--- config.mk ---
export PLATFORM = sky130hd
export DESIGN_NAME = ffc_top
export DESIGN_NICKNAME = d
export VERILOG_FILES = /design/src/verilog/ffc_key_lock.v /design/src/verilog/ffc_repl_ptr.v /design/src/verilog/ffc_top.v
export VERILOG_INCLUDE_DIRS = /design/src /design/src/verilog
export SDC_FILE = /design/constraint.sdc
export NUM_CORES = 2
export LEC_CHECK = 0
export BUFFER_PORTS_ARGS = -buffer_cell sky130_fd_sc_hd__buf_2
export CORE_UTILIZATION = 40
export DETAILED_ROUTE_END_ITERATION = 12
export GPL_TIMING_DRIVEN = 0
export PLACE_DENSITY = 0.57
export SKIP_LAST_GASP = 1
export SLEW_MARGIN = 20
export SYNTH_ARGS = -nofsm -noshare
export SYNTH_HDL_FRONTEND = slang
export SYNTH_SLANG_ARGS = --single-unit
export TNS_END_PERCENT = 50
--- constraint.sdc ---
create_clock -name pclk -period 5.4 [get_ports pclk]
set_clock_uncertainty 0.15 [all_clocks]
set_input_delay 0.54 -clock pclk [delete_from_list [all_inputs] [get_ports pclk]]
set_output_delay 0.54 -clock pclk [all_outputs]
set_load 0.02 [all_outputs]
--- src/verilog/ffc_defines.vh ---
// constants for the flash fetch cache unit
`ifndef FFC_DEFINES_VH
`define FFC_DEFINES_VH
// register indexes; byte address is four times the index
`define FFC_IDX_READ_TIME     8'hb6
`define FFC_IDX_UNLOCK_KEY    8'hb7
`define FFC_IDX_CACHE_CTRL    8'h84
`define FFC_IDX_CACHE_TUNE    8'hc9
// reset values
`define FFC_RST_READ_TIME     8'h00
`define FFC_RST_CACHE_CTRL    8'he6
`define FFC_RST_CACHE_TUNE    8'h04
// field positions
`define FFC_RSL_LO            4
`define FFC_RSL_HI            5
`define FFC_CC_WREN           7
`define FFC_CC_RDEN           6
`define FFC_CC_PFEN           5
`define FFC_CC_FLUSH          4
`define FFC_CT_REPL_SEL       3
// unlock key codes
`define FFC_KEY_FIRST         8'ha5
`define FFC_KEY_SECOND        8'hf1
// lock states as read back
`define FFC_LK_LOCKED         2'b00
`define FFC_LK_FIRST_OK       2'b01
`define FFC_LK_UNLOCKED       2'b10
`define FFC_LK_DISABLED       2'b11
// read strobe lengths in system clock cycles
`define FFC_STROBE_SHORT      2'd1
`define FFC_STROBE_LONG       2'd2
`endif

--- src/verilog/ffc_key_lock.v ---
// two-step key lock gating flash write and erase
`timescale 1ns/1ps
module ffc_key_lock (
    input  wire       pclk,
    input  wire       presetn,
    input  wire       key_wr,
    input  wire [7:0] key_data,
    input  wire       mod_req,
    input  wire       mod_done,
    output reg  [1:0] lock_state_r,
    output reg        mod_go_r
);
`include "ffc_defines.vh"
    reg [1:0] lock_state_nxt;
    reg       spent_r;

    always @* begin
        lock_state_nxt = lock_state_r;
        if (lock_state_r != `FFC_LK_DISABLED) begin
            if (mod_req && (lock_state_r != `FFC_LK_UNLOCKED || spent_r)) begin
                lock_state_nxt = `FFC_LK_DISABLED;
            end else if (key_wr) begin
                case (lock_state_r)
                    `FFC_LK_LOCKED: begin
                        lock_state_nxt = (key_data == `FFC_KEY_FIRST) ? `FFC_LK_FIRST_OK : `FFC_LK_DISABLED;
                    end
                    `FFC_LK_FIRST_OK: begin
                        lock_state_nxt = (key_data == `FFC_KEY_SECOND) ? `FFC_LK_UNLOCKED : `FFC_LK_DISABLED;
                    end
                    default: begin
                        lock_state_nxt = `FFC_LK_DISABLED;
                    end
                endcase
            end else if (mod_done && lock_state_r == `FFC_LK_UNLOCKED) begin
                lock_state_nxt = `FFC_LK_LOCKED;
            end
        end
    end

    always @(posedge pclk or negedge presetn) begin
        if (!presetn) begin
            lock_state_r <= `FFC_LK_LOCKED;
            mod_go_r     <= 1'b0;
            spent_r      <= 1'b0;
        end else begin
            lock_state_r <= lock_state_nxt;
            // second attempt before completion is refused
            spent_r      <= (lock_state_nxt == `FFC_LK_UNLOCKED) && (spent_r || mod_req);
            mod_go_r     <= mod_req && (lock_state_r == `FFC_LK_UNLOCKED) && !spent_r;
        end
    end
endmodule

--- src/verilog/ffc_repl_ptr.v ---
// replacement slot pointer, rebound or pseudo-random
`timescale 1ns/1ps
module ffc_repl_ptr (
    input  wire       pclk,
    input  wire       presetn,
    input  wire       advance,
    input  wire       rand_sel,
    output reg  [4:0] ptr_r
);
    reg       down_r;
    reg [4:0] lfsr_r;

    always @(posedge pclk or negedge presetn) begin
        if (!presetn) begin
            ptr_r  <= 5'h00;
            down_r <= 1'b0;
            lfsr_r <= 5'h01;
        end else begin
            lfsr_r <= {lfsr_r[3:0], lfsr_r[4] ^ lfsr_r[2]};
            if (advance) begin
                if (rand_sel) begin
                    ptr_r <= lfsr_r;
                end else if (!down_r) begin
                    if (ptr_r == 5'h1f) begin
                        down_r <= 1'b1;
                        ptr_r  <= 5'h1e;
                    end else begin
                        ptr_r <= ptr_r + 5'h01;
                    end
                end else begin
                    if (ptr_r == 5'h00) begin
                        down_r <= 1'b0;
                        ptr_r  <= 5'h01;
                    end else begin
                        ptr_r <= ptr_r - 5'h01;
                    end
                end
            end
        end
    end
endmodule

--- src/verilog/ffc_top.v ---
// flash fetch front end: key lock, read strobe, prefetch and branch target cache
//
// Summary of operation
// - key register takes 0xA5 then 0xF1 before a flash write or erase
// - one write or erase per unlock, then back to locked
// - wrong key or locked write or erase locks until reset
// - key register reads lock state in bits 1-0
// - each flash read drives a one or two cycle strobe
// - strobe length field sits in bits 5-4, four clock ranges
// - strobe length resets to the slowest clock setting
// - flash active only while strobe high, else low power
// - read-time bits 3-0 and 7-6 read zero
// - 32 slots of 4 bytes beside a 4-byte prefetch engine
// - prefetch reads four bytes at a time for straight code
// - cache hit returns the word without a flash read
// - a miss stalls the core for at most four cycles
// - tag holds 13 upper address bits and valid, word aligned
// - fetch address compared with all tags including linear tag
// - fetch of word being prefetched waits for that read
// - miss abandons prefetch and restarts at requested address
// - fetched miss data goes to the replacement slot, tag valid
// - replacement rebound when select is 0, pseudo-random when 1
// - flush bit written 1 invalidates all entries
// - flash write or erase invalidates affected entries
// - flush bit reads zero
//
// The APB interface to the registers was chosen for this implementation.
`timescale 1ns/1ps
module ffc_top #(
    parameter SLOTS = 32
) (
    input  wire        pclk,
    input  wire        presetn,
    input  wire        psel,
    input  wire        penable,
    input  wire        pwrite,
    input  wire [11:0] paddr,
    input  wire [31:0] pwdata,
    output reg  [31:0] prdata,
    output reg         pready,
    output reg         pslverr,
    input  wire        fetch_req,
    input  wire [14:0] fetch_addr,
    output reg         fetch_valid,
    output reg  [31:0] fetch_data,
    output reg         flash_rd_strobe,
    output reg         flash_low_power,
    output reg  [12:0] flash_word_addr,
    input  wire [31:0] flash_rdata,
    input  wire        flash_mod_req,
    input  wire        flash_mod_erase,
    input  wire [14:0] flash_mod_addr,
    input  wire        flash_mod_done,
    output wire        flash_mod_go
);
`include "ffc_defines.vh"

    // match of a tag against a flash write (word) or erase (1 KB page)
    function mod_hit;
        input [12:0] tag;
        input [14:0] addr;
        input        erase;
        begin
            mod_hit = erase ? (tag[12:8] == addr[14:10]) : (tag == addr[14:2]);
        end
    endfunction

    function apb_sel;
        input [11:0] addr;
        input [7:0]  idx;
        begin
            apb_sel = (addr == {2'b00, idx, 2'b00});
        end
    endfunction

    // registers
    localparam [7:0] RST_RT = `FFC_RST_READ_TIME;
    localparam [7:0] RST_CT = `FFC_RST_CACHE_TUNE;
    reg  [1:0]  rsl_r;
    reg  [7:0]  cc_r;
    reg  [3:0]  ct_r;
    wire [1:0]  lock_state;

    // cache store
    reg  [12:0] tag_mem [0:SLOTS-1];
    reg  [31:0] slot_mem [0:SLOTS-1];
    reg  [SLOTS-1:0] valid_r;
    reg         lin_valid_r;
    reg  [12:0] lin_tag_r;
    reg  [31:0] lin_data_r;

    // flash read engine
    reg         rd_busy_r;
    reg  [1:0]  rd_cnt_r;
    reg  [12:0] rd_tag_r;
    reg         rd_demand_r;

    wire        apb_done = psel && penable && pready;
    wire        wr_done  = apb_done && pwrite;
    wire        key_wr   = wr_done && apb_sel(paddr, `FFC_IDX_UNLOCK_KEY);
    wire        flush    = wr_done && apb_sel(paddr, `FFC_IDX_CACHE_CTRL) && pwdata[`FFC_CC_FLUSH];
    wire        mod_inval = flash_mod_req && (lock_state == `FFC_LK_UNLOCKED);
    wire        cwe      = cc_r[`FFC_CC_WREN];
    wire        crd      = cc_r[`FFC_CC_RDEN];
    wire        pfen     = cc_r[`FFC_CC_PFEN];
    wire [12:0] req_tag  = fetch_addr[14:2];
    wire        take     = fetch_req && !fetch_valid;
    wire        rd_done  = rd_busy_r && (rd_cnt_r == 2'd0);
    wire [1:0]  strobe_len = (rsl_r == 2'b00) ? `FFC_STROBE_SHORT : `FFC_STROBE_LONG;
    wire        lin_hit  = lin_valid_r && (lin_tag_r == req_tag);
    wire        pend_hit = rd_busy_r && (rd_tag_r == req_tag);
    wire [4:0]  repl_ptr;
    reg         c_hit;
    reg  [4:0]  c_idx;
    reg         fill;
    integer     i;
    integer     j;

    // one word ahead only after a read the core waited for
    wire        pf_next   = rd_done && pfen && (rd_demand_r || (take && pend_hit));
    wire        rd_start  = take && !(crd && c_hit) && !lin_hit && !pend_hit;
    wire        rd_active = (rd_busy_r && !rd_done) || pf_next || rd_start;

    // associative compare across all slots
    always @* begin
        c_hit = 1'b0;
        c_idx = 5'h00;
        for (i = 0; i < SLOTS; i = i + 1) begin
            if (valid_r[i] && tag_mem[i] == req_tag) begin
                c_hit = 1'b1;
                c_idx = i[4:0];
            end
        end
    end

    // miss data is cached only when the core waited for it
    always @* begin
        fill = rd_done && rd_demand_r && cwe;
    end

    ffc_key_lock u_key (
        .pclk         (pclk),
        .presetn      (presetn),
        .key_wr       (key_wr),
        .key_data     (pwdata[7:0]),
        .mod_req      (flash_mod_req),
        .mod_done     (flash_mod_done),
        .lock_state_r (lock_state),
        .mod_go_r     (flash_mod_go)
    );

    ffc_repl_ptr u_repl (
        .pclk     (pclk),
        .presetn  (presetn),
        .advance  (fill),
        .rand_sel (ct_r[`FFC_CT_REPL_SEL]),
        .ptr_r    (repl_ptr)
    );

    // apb slave, one access cycle, registered answer
    always @(posedge pclk or negedge presetn) begin
        if (!presetn) begin
            prdata  <= 32'h0000_0000;
            pready  <= 1'b0;
            pslverr <= 1'b0;
            rsl_r   <= RST_RT[`FFC_RSL_HI:`FFC_RSL_LO];
            cc_r    <= `FFC_RST_CACHE_CTRL & ~(8'h01 << `FFC_CC_FLUSH);
            ct_r    <= RST_CT[3:0];
        end else begin
            pready  <= psel && !penable;
            pslverr <= 1'b0;
            prdata  <= 32'h0000_0000;
            if (psel && !penable) begin
                if (apb_sel(paddr, `FFC_IDX_READ_TIME)) begin
                    prdata <= {26'h000_0000, rsl_r, 4'h0};
                end else if (apb_sel(paddr, `FFC_IDX_UNLOCK_KEY)) begin
                    prdata <= {30'h0000_0000, lock_state};
                end else if (apb_sel(paddr, `FFC_IDX_CACHE_CTRL)) begin
                    prdata <= {24'h00_0000, cc_r};
                end else if (apb_sel(paddr, `FFC_IDX_CACHE_TUNE)) begin
                    prdata <= {28'h000_0000, ct_r};
                end else begin
                    pslverr <= 1'b1;
                end
            end
            if (wr_done) begin
                if (apb_sel(paddr, `FFC_IDX_READ_TIME)) begin
                    rsl_r <= pwdata[`FFC_RSL_HI:`FFC_RSL_LO];
                end
                if (apb_sel(paddr, `FFC_IDX_CACHE_CTRL)) begin
                    cc_r <= pwdata[7:0] & ~(8'h01 << `FFC_CC_FLUSH);
                end
                if (apb_sel(paddr, `FFC_IDX_CACHE_TUNE)) begin
                    ct_r <= pwdata[3:0];
                end
            end
        end
    end

    // fetch path, flash read engine, linear slot and valid bits
    always @(posedge pclk or negedge presetn) begin
        if (!presetn) begin
            fetch_valid     <= 1'b0;
            fetch_data      <= 32'h0000_0000;
            rd_busy_r       <= 1'b0;
            rd_cnt_r        <= 2'd0;
            rd_tag_r        <= 13'h0000;
            rd_demand_r     <= 1'b0;
            lin_valid_r     <= 1'b0;
            lin_tag_r       <= 13'h0000;
            lin_data_r      <= 32'h0000_0000;
            valid_r         <= {SLOTS{1'b0}};
        end else begin
            fetch_valid <= 1'b0;
            if (rd_busy_r && !rd_done) begin
                rd_cnt_r <= rd_cnt_r - 2'd1;
            end
            if (rd_done) begin
                rd_busy_r   <= 1'b0;
                rd_demand_r <= 1'b0;
                lin_valid_r <= 1'b1;
                lin_tag_r   <= rd_tag_r;
                lin_data_r  <= flash_rdata;
                if (fill) begin
                    valid_r[repl_ptr] <= 1'b1;
                end
                if (pf_next) begin
                    // next sequential word into the linear slot
                    rd_busy_r   <= 1'b1;
                    rd_cnt_r    <= strobe_len - 2'd1;
                    rd_tag_r    <= rd_tag_r + 13'h0001;
                    rd_demand_r <= 1'b0;
                end
            end
            if (take) begin
                if (crd && c_hit) begin
                    fetch_valid <= 1'b1;
                    fetch_data  <= slot_mem[c_idx];
                end else if (lin_hit) begin
                    fetch_valid <= 1'b1;
                    fetch_data  <= lin_data_r;
                end else if (pend_hit) begin
                    if (rd_done) begin
                        fetch_valid <= 1'b1;
                        fetch_data  <= flash_rdata;
                    end else begin
                        rd_demand_r <= 1'b1;
                    end
                end else begin
                    // abandon any prefetch and read the wanted word
                    rd_busy_r   <= 1'b1;
                    rd_cnt_r    <= strobe_len - 2'd1;
                    rd_tag_r    <= req_tag;
                    rd_demand_r <= 1'b1;
                end
            end
            if (flush) begin
                valid_r     <= {SLOTS{1'b0}};
                lin_valid_r <= 1'b0;
            end else if (mod_inval) begin
                for (j = 0; j < SLOTS; j = j + 1) begin
                    if (mod_hit(tag_mem[j], flash_mod_addr, flash_mod_erase)) begin
                        valid_r[j] <= 1'b0;
                    end
                end
                if (mod_hit(lin_tag_r, flash_mod_addr, flash_mod_erase)) begin
                    lin_valid_r <= 1'b0;
                end
            end
        end
    end

    // strobe follows the next busy state so flash sleeps between reads
    always @(posedge pclk or negedge presetn) begin
        if (!presetn) begin
            flash_rd_strobe <= 1'b0;
            flash_low_power <= 1'b1;
            flash_word_addr <= 13'h0000;
        end else begin
            flash_rd_strobe <= rd_active;
            flash_low_power <= !rd_active;
            if (rd_start) begin
                flash_word_addr <= req_tag;
            end else if (pf_next) begin
                flash_word_addr <= rd_tag_r + 13'h0001;
            end
        end
    end

    // slot and tag storage, written on a cacheable miss
    always @(posedge pclk) begin
        if (fill) begin
            tag_mem[repl_ptr]  <= rd_tag_r;
            slot_mem[repl_ptr] <= flash_rdata;
        end
    end
endmodule

=== After elaboration in Yosys (flattened, before gate mapping) ===
Memories as Yosys holds them, arrays and structs flattened.
Cells that the tools add are included.
W data, S select, Z words.

* Bits in registers: 205
* Bits in writable memories: 1440
* Input port bits: 115
* Output and inout bits: 83
* Logic and storage cells: 434
* Memories kept: 2

{| class="wikitable"
|+ Memories
! memory !! depth !! width !! read ports !! clocked after memory_dff !! wr ports !! RTL line !! text
|-
| slot_mem || 32 || 32 || 1 || 0 || 1 || ffc_top.v:86 || <nowiki>reg [31:0] slot_mem [0:SLOTS-1];</nowiki>
|-
| tag_mem || 32 || 13 || 32 || 0 || 1 || ffc_top.v:85 || <nowiki>reg [12:0] tag_mem [0:SLOTS-1];</nowiki>
|}

* $add $sub $neg: 5
* Magnitude comparators: 2
* Eq/ne operators: 112
* Mux-type cells: 201
* Bitwise operators: 3
* Reduce and logical (&&, ||, !) cells: 84

{| class="wikitable"
|+ Operator list
! kind !! number
|-
| $eq A13 B13 Y1 || 67
|-
| $mux W32 || 8
|-
| $mux W5 || 34
|-
| $eq A5 B5 Y1 || 33
|-
| $mux W1 || 131
|-
| $mux W13 || 8
|-
| $logic_and A1 B1 Y1 || 59
|-
| $eq A12 B10 Y1 const B || 4
|-
| $mux W8 || 4
|-
| $or A32 B32 Y32 || 1
|-
| $mux W2 || 13
|-
| $eq A8 B8 Y1 const B || 2
|-
| $add A13 B1 Y13 const B || 1
|-
| $logic_not A1 Y1 || 8
|-
| $reduce_and A2 Y1 || 4
|-
| $logic_not A2 Y1 || 3
|-
| $lt A5 B6 Y1 const B || 1
|-
| $reduce_bool A3 Y1 || 2
|-
| $add A5 B1 Y5 const B || 1
|-
| $demux W1 S5 || 1
|-
| $eq A5 B5 Y1 const B || 1
|-
| $ge A5 B1 Y1 const B || 1
|-
| $logic_not A5 Y1 || 1
|-
| $logic_or A1 B1 Y1 || 5
|-
| 11 further kinds || 14
|}

=== Logic depth before layout (Yosys ltp) ===
An unclocked memory read counts as a cell.

* Depth after elaboration: 42
* Mapped depth: 19
* Gate-level depth less buffers: 12

=== Modules after synthesis ===
Synthesis repeated with hierarchy kept, for this count alone.

* Cell total of the unflattened synthesis: 5077
* Area total of the unflattened synthesis: 73730.7 um^2

{| class="wikitable"
|+ By module, submodules not included
! module !! instances !! cells an instance !! area an instance (um^2) !! sequential area each (um^2)
|-
| ffc_top || 1 || 4996 || 72883.7 || 47404.2
|-
| ffc_repl_ptr || 1 || 61 || 621.8 || 276.5
|-
| ffc_key_lock || 1 || 20 || 225.2 || 100.1
|}

=== Least setup slack after synthesis ===
OpenSTA, ideal clock, no wires.

* Path type: input to register
* Start: in fetch_addr[6]
* End: reg fetch_data[14]
* Setup time: 126 ps
* Data arrival time: 3824 ps
* Required time: 5124 ps
* Slack: 1300 ps
* Stages: 15
* Buffers on the path: 3
* Path through: buf_2 > xnor2_1 > nand4_1 > or4_1 > a211oi_1 > o31ai_2 > a211oi_2 > o311ai_4 > nand2_2 > buf_6 > buf_4 > mux4_2 > a22o_1 > o311ai_1 > nand2_1

* Word-level cells in the longest chain between the ends: 37
* Elaborated cells on any way between the ends: 138
* Those cells by class: eq/ne (34); mux (65); reduce/logical (38); memory (1)

{| class="wikitable"
|+ Ends and longest elaborated chain
! what !! RTL line !! text
|-
| start: declaration || ffc_top.v:43 || <nowiki>input wire [14:0] fetch_addr,</nowiki>
|-
| branches (longest 37 deep; another with $eq A13 B13 Y1) || - ||
|-
| end signal: assignment || ffc_top.v:238 || <nowiki>fetch_data <= slot_mem[c_idx];</nowiki>
|-
| end signal: assignment || ffc_top.v:241 || <nowiki>fetch_data <= lin_data_r;</nowiki>
|-
| end signal: assignment || ffc_top.v:245 || <nowiki>fetch_data <= flash_rdata;</nowiki>
|-
| end: declaration || ffc_top.v:45 || <nowiki>output reg [31:0] fetch_data,</nowiki>
|}

Several ways; the timed one is not identified.
A chain may end at the register's enable or synchronous reset.

=== Worst setup path in the final report ===
* Start: in fetch_addr[3]
* End: reg fetch_data[23]

Same word-level chain as after synthesis.

==> summary.md <==
| Metric | Value |
|---|---|
| Worst setup SP type | `input port` |
| GPL Wtd Cong | `0.940` |
| Synth top area share | `0.587` |
| Antenna violations before repair | `8` |
| Final hold violation count | `0` |
| Initial cell density of the core | `0.403` |
| Worst Hold Class | `input port to flip-flop` |
| Endpoints failing setup | `16` |
| Reg2reg path depth | `16` |
| Crit Path Category | `input port to flip-flop` |
| Yosys cell types | `96` |
| Yosys warns | `0` |
| DRC viols | `0` |
| FF-to-FF Start | `tag_mem[4][4]` |
| Tmin final | `5.53 ns` |
| Area of the multi-input gates | `0.0248 sq mm` |
| Width of the die | `431 um` |
| Mapped cell area | `0.0737 sq mm` |
| Final WS setup | `-0.127 ns` |
| Crit path required time | `6.03 ns` |
| Global route overflow | `0` |
| Number of synthesized flops with an enable pin | `1,440` |
| Final-stage net count | `5,916` |
| Fmax | `181 MHz` |
| CTS buffer count | `171` |
| Routed wire length | `262,000 um` |
| Worst Hold Launch | `flash_rdata[16]` |
| Drt first pass iters | `6` |
| Final core occ | `0.472` |
| # IOs | `198` |
| Worst slew pin tran | `1.21 ns` |
| Vias per cell | `5.91` |
| Finished Cell Area | `0.0865 sq mm` |
| Post-synth ARST share | `0.112` |
| Post-synthesis register bit count | `1,621` |
| CTS tree | `done` |
| Post-synth top cells | `edfxtp_1 (1,440), nand2_1 (585), xnor2_1 (511)` |
| Crit end category | `flip-flop` |
| Critical Path AT | `6.16 ns` |
| CTS sink cnt | `1,621` |
| Via count | `49,700` |
| Register area | `0.0478 sq mm` |
| Dpl hpwl | `176,000 um` |
| Largest net degree at the start of global routing | `82` |
| Cell internal pwr | `0.0214 W` |
| Status | `finished, violations left` |
| Root Buffer | `clkbuf_16` |
| IO buf count | `118` |
| Critical-path maximum fanout | `10` |
| Post-Synthesis Cells | `5,360` |
| RSZ-0062 raised after global routing | `yes` |
| Top cells by area, synth | `edfxtp_1 (59%), xnor2_1 (6.1%), dfrtp_1 (5.9%), xor2_1 (4.5%), nand2_1 (3.0%)` |
| Area Overhead vs Synth | `17.3%` |
| Fraction of layout cells with a size suffix above 1 | `0.166` |
| Die Height | `431 um` |
| First-pass GRT wire length | `365,000 um` |
| ANT nets after route | `0` |
| Tot Pwr | `0.0282 W` |
| Reg2reg end | `fetch_data[23]` |
| Area leader, netlist | `edfxtp_1` |
| Hold Path End | `lin_data_r[16]` |
| Peak VDD IR | `0.374 mV` |
| Failing checks | `negative setup slack` |
| Minimum hold slack | `0.0642 ns` |
| Setup slack, reg-to-reg | `0 ns` |
| Pwr/cell area | `326 mW/mm^2` |
| Die Footprint | `0.186 sq mm` |
| P_sw | `0.00674 W` |
| DR iter-0 viols | `6,565` |
| Combinational share of power | `0.062` |
| Final worst-path cycle share | `1.02` |
| Leak | `29.2 nW` |
| Slew headroom | `0.190` |
| Worst hold stages | `3` |
| Max Root-Sink Buffers | `3` |
| Vias in the first global route | `48,200` |
| Seq pwr share | `0.504` |
| Count leader, synth | `edfxtp_1` |
| Clk pwr share | `0.435` |
| Seq/Total Area, Yosys | `0.648` |
| Worst-Skew Late Latency | `0.86 ns` |
| CTS H-tree depth | `4` |
| Wire per inst | `31.2 um` |
| Total GRT Usage | `0.278` |
| Post-Place Setup Slack | `-1.78 ns` |
| Slew Limit Fails | `0` |
| # fillers | `16,000` |
| Post-synth top flop | `edfxtp_1` |
| Placed cell areas | `0.0800 sq mm` |
| Row count | `157` |
| Switch share | `0.239` |
| Max Cap Violations | `0` |
| Clock transition at path regs | `0.06 ns` |
| Mean Syn Cell Area | `13.8 sq um` |
| CORE AREA | `0.183 sq mm` |
==> worst max-delay path: stages <==
cell and delay [ns]:
buf_6 0.17, buf_6 0.28, buf_2 0.54, xnor2_1 0.24
nand4_1 0.14, nor4_1 0.76, nor4_1 0.15, o2111a_1 0.29
o21ai_1 0.53, buf_2 0.33, buf_4 0.28, buf_2 0.32
nand2_1 0.10, a31oi_1 0.16, a211oi_1 0.13, nor4_1 0.65
o221ai_1 0.32, nand2_1 0.13
==> stage by stage <==
stage	TNS [ns]	std cells
2_1_floorplan	0	5383
3_3_place_gp	-2190.10	7965
3_5_place_dp	-57.48	8058
4_1_cts	-0.289	8400
5_1_grt	-0.191	8408
6_report	-0.896	8410
==> sequential cells by signal, summed over array words and instances, names as in the netlist, 2 cells and up <==
| signal | flops |
|---|---|
| slot_mem | 1024 |
| tag_mem | 416 |
| fetch_data | 32 |
| lin_data_r | 32 |
| valid_r | 32 |
| flash_word_addr | 13 |
| lin_tag_r | 13 |
| rd_tag_r | 13 |
| prdata | 8 |
| cc_r | 7 |
| u_repl.lfsr_r | 5 |
| u_repl.ptr_r | 5 |
| ct_r | 4 |
| rd_cnt_r | 2 |
| rsl_r | 2 |
| u_key.lock_state_r | 2 |
==> cells by family (layout without fill, tap and decap cells) <==
| logic type | after synthesis | in the layout | share of synthesized area |
|---|---|---|---|
| flip-flops | 1621 | 1621 | 0.648 |
| other | 1 | 29 | 0.0000509 |
| XOR/XNOR | 900 | 900 | 0.108 |
| AO/OA/AOI/OAI | 648 | 648 | 0.0601 |
| AND/OR/NAND/NOR | 1488 | 1488 | 0.0994 |
| adder cells (fa/ha/maj) | 7 | 7 | 0.00119 |
| multiplexers | 330 | 330 | 0.0565 |
| buffers and inverters | 365 | 923 | 0.0267 |
==> routing by layer <==
metal  GRT usage  part of all wire  up-vias
met5           0           0.00026        -
met4       0.130             0.051        6
met3      0.0476             0.091      585
met2       0.439              0.46     2788
met1       0.375              0.40    25300
li1            -                 -    21000
==> worst max-delay path by stage <==
stage                  startpoint        endpoint  slack, ns  depth (start not counted)
floorplan           fetch_addr[6]  fetch_data[14]       1.30                         15
global placement    fetch_addr[6]  fetch_data[21]      -2.41                         16
detailed placement  fetch_addr[9]   fetch_data[9]      -1.78                         17
CTS                 tag_mem[2][7]   fetch_data[9]      -0.08                         16
global route        tag_mem[2][7]  fetch_data[28]      -0.07                         14
finish              fetch_addr[3]  fetch_data[23]      -0.13                         18
==> cell usage in the layout (no fill, tap or decap), drive strengths merged, types with 23 or more instances in the layout <==
cell type	instances
edfxtp	1440
nand2	586
xnor2	521
buf	419
clkbuf	383
xor2	379
nor2	235
nand4	202
mux2i	200
nor4	175
dfrtp	173
o21ai	161
a21oi	137
a211oi	76
nand3	72
mux2	68
mux4	62
clkinv	55
nor3	48
a31oi	40
nor2b	39
and3	33
a22o	33
conb	24
inv	23
==> power groups by stage <==
stage / Combinational [W] / Clock (W) / Sequential (W)
after floorplan: 0.000900 / 0 / 0.0143
after global placement: 0.00157 / 0 / 0.0145
after detailed placement: 0.00167 / 0 / 0.0144
after CTS: 0.00170 / 0.0123 / 0.0142
after global routing: 0.00182 / 0.0128 / 0.0142
final: 0.00173 / 0.0122 / 0.0142
==> timing repair <==
item / in CTS / in global routing
hold endpoints to repair: 127 / 0
buffers inserted: 0 / 6
pin swaps: 2 / 5
hold buffers: 23 / 0
endpoints found under the setup margin: 32 / 32
gates resized for setup: 45 / 48
==> cell type report <==
type,instances,share of cell area
inverter,15,0.000651
buffer,348,0.0231
sequential,1621,0.553
timing repair buffer,240,0.0342
tap,2464,0.0356
antenna,5,0.000145
clock inverter,81,0.0115
multi-input combinational,3397,0.287
clock buffer,239,0.0554
Note: power is estimated with default switching activity, not from simulation.
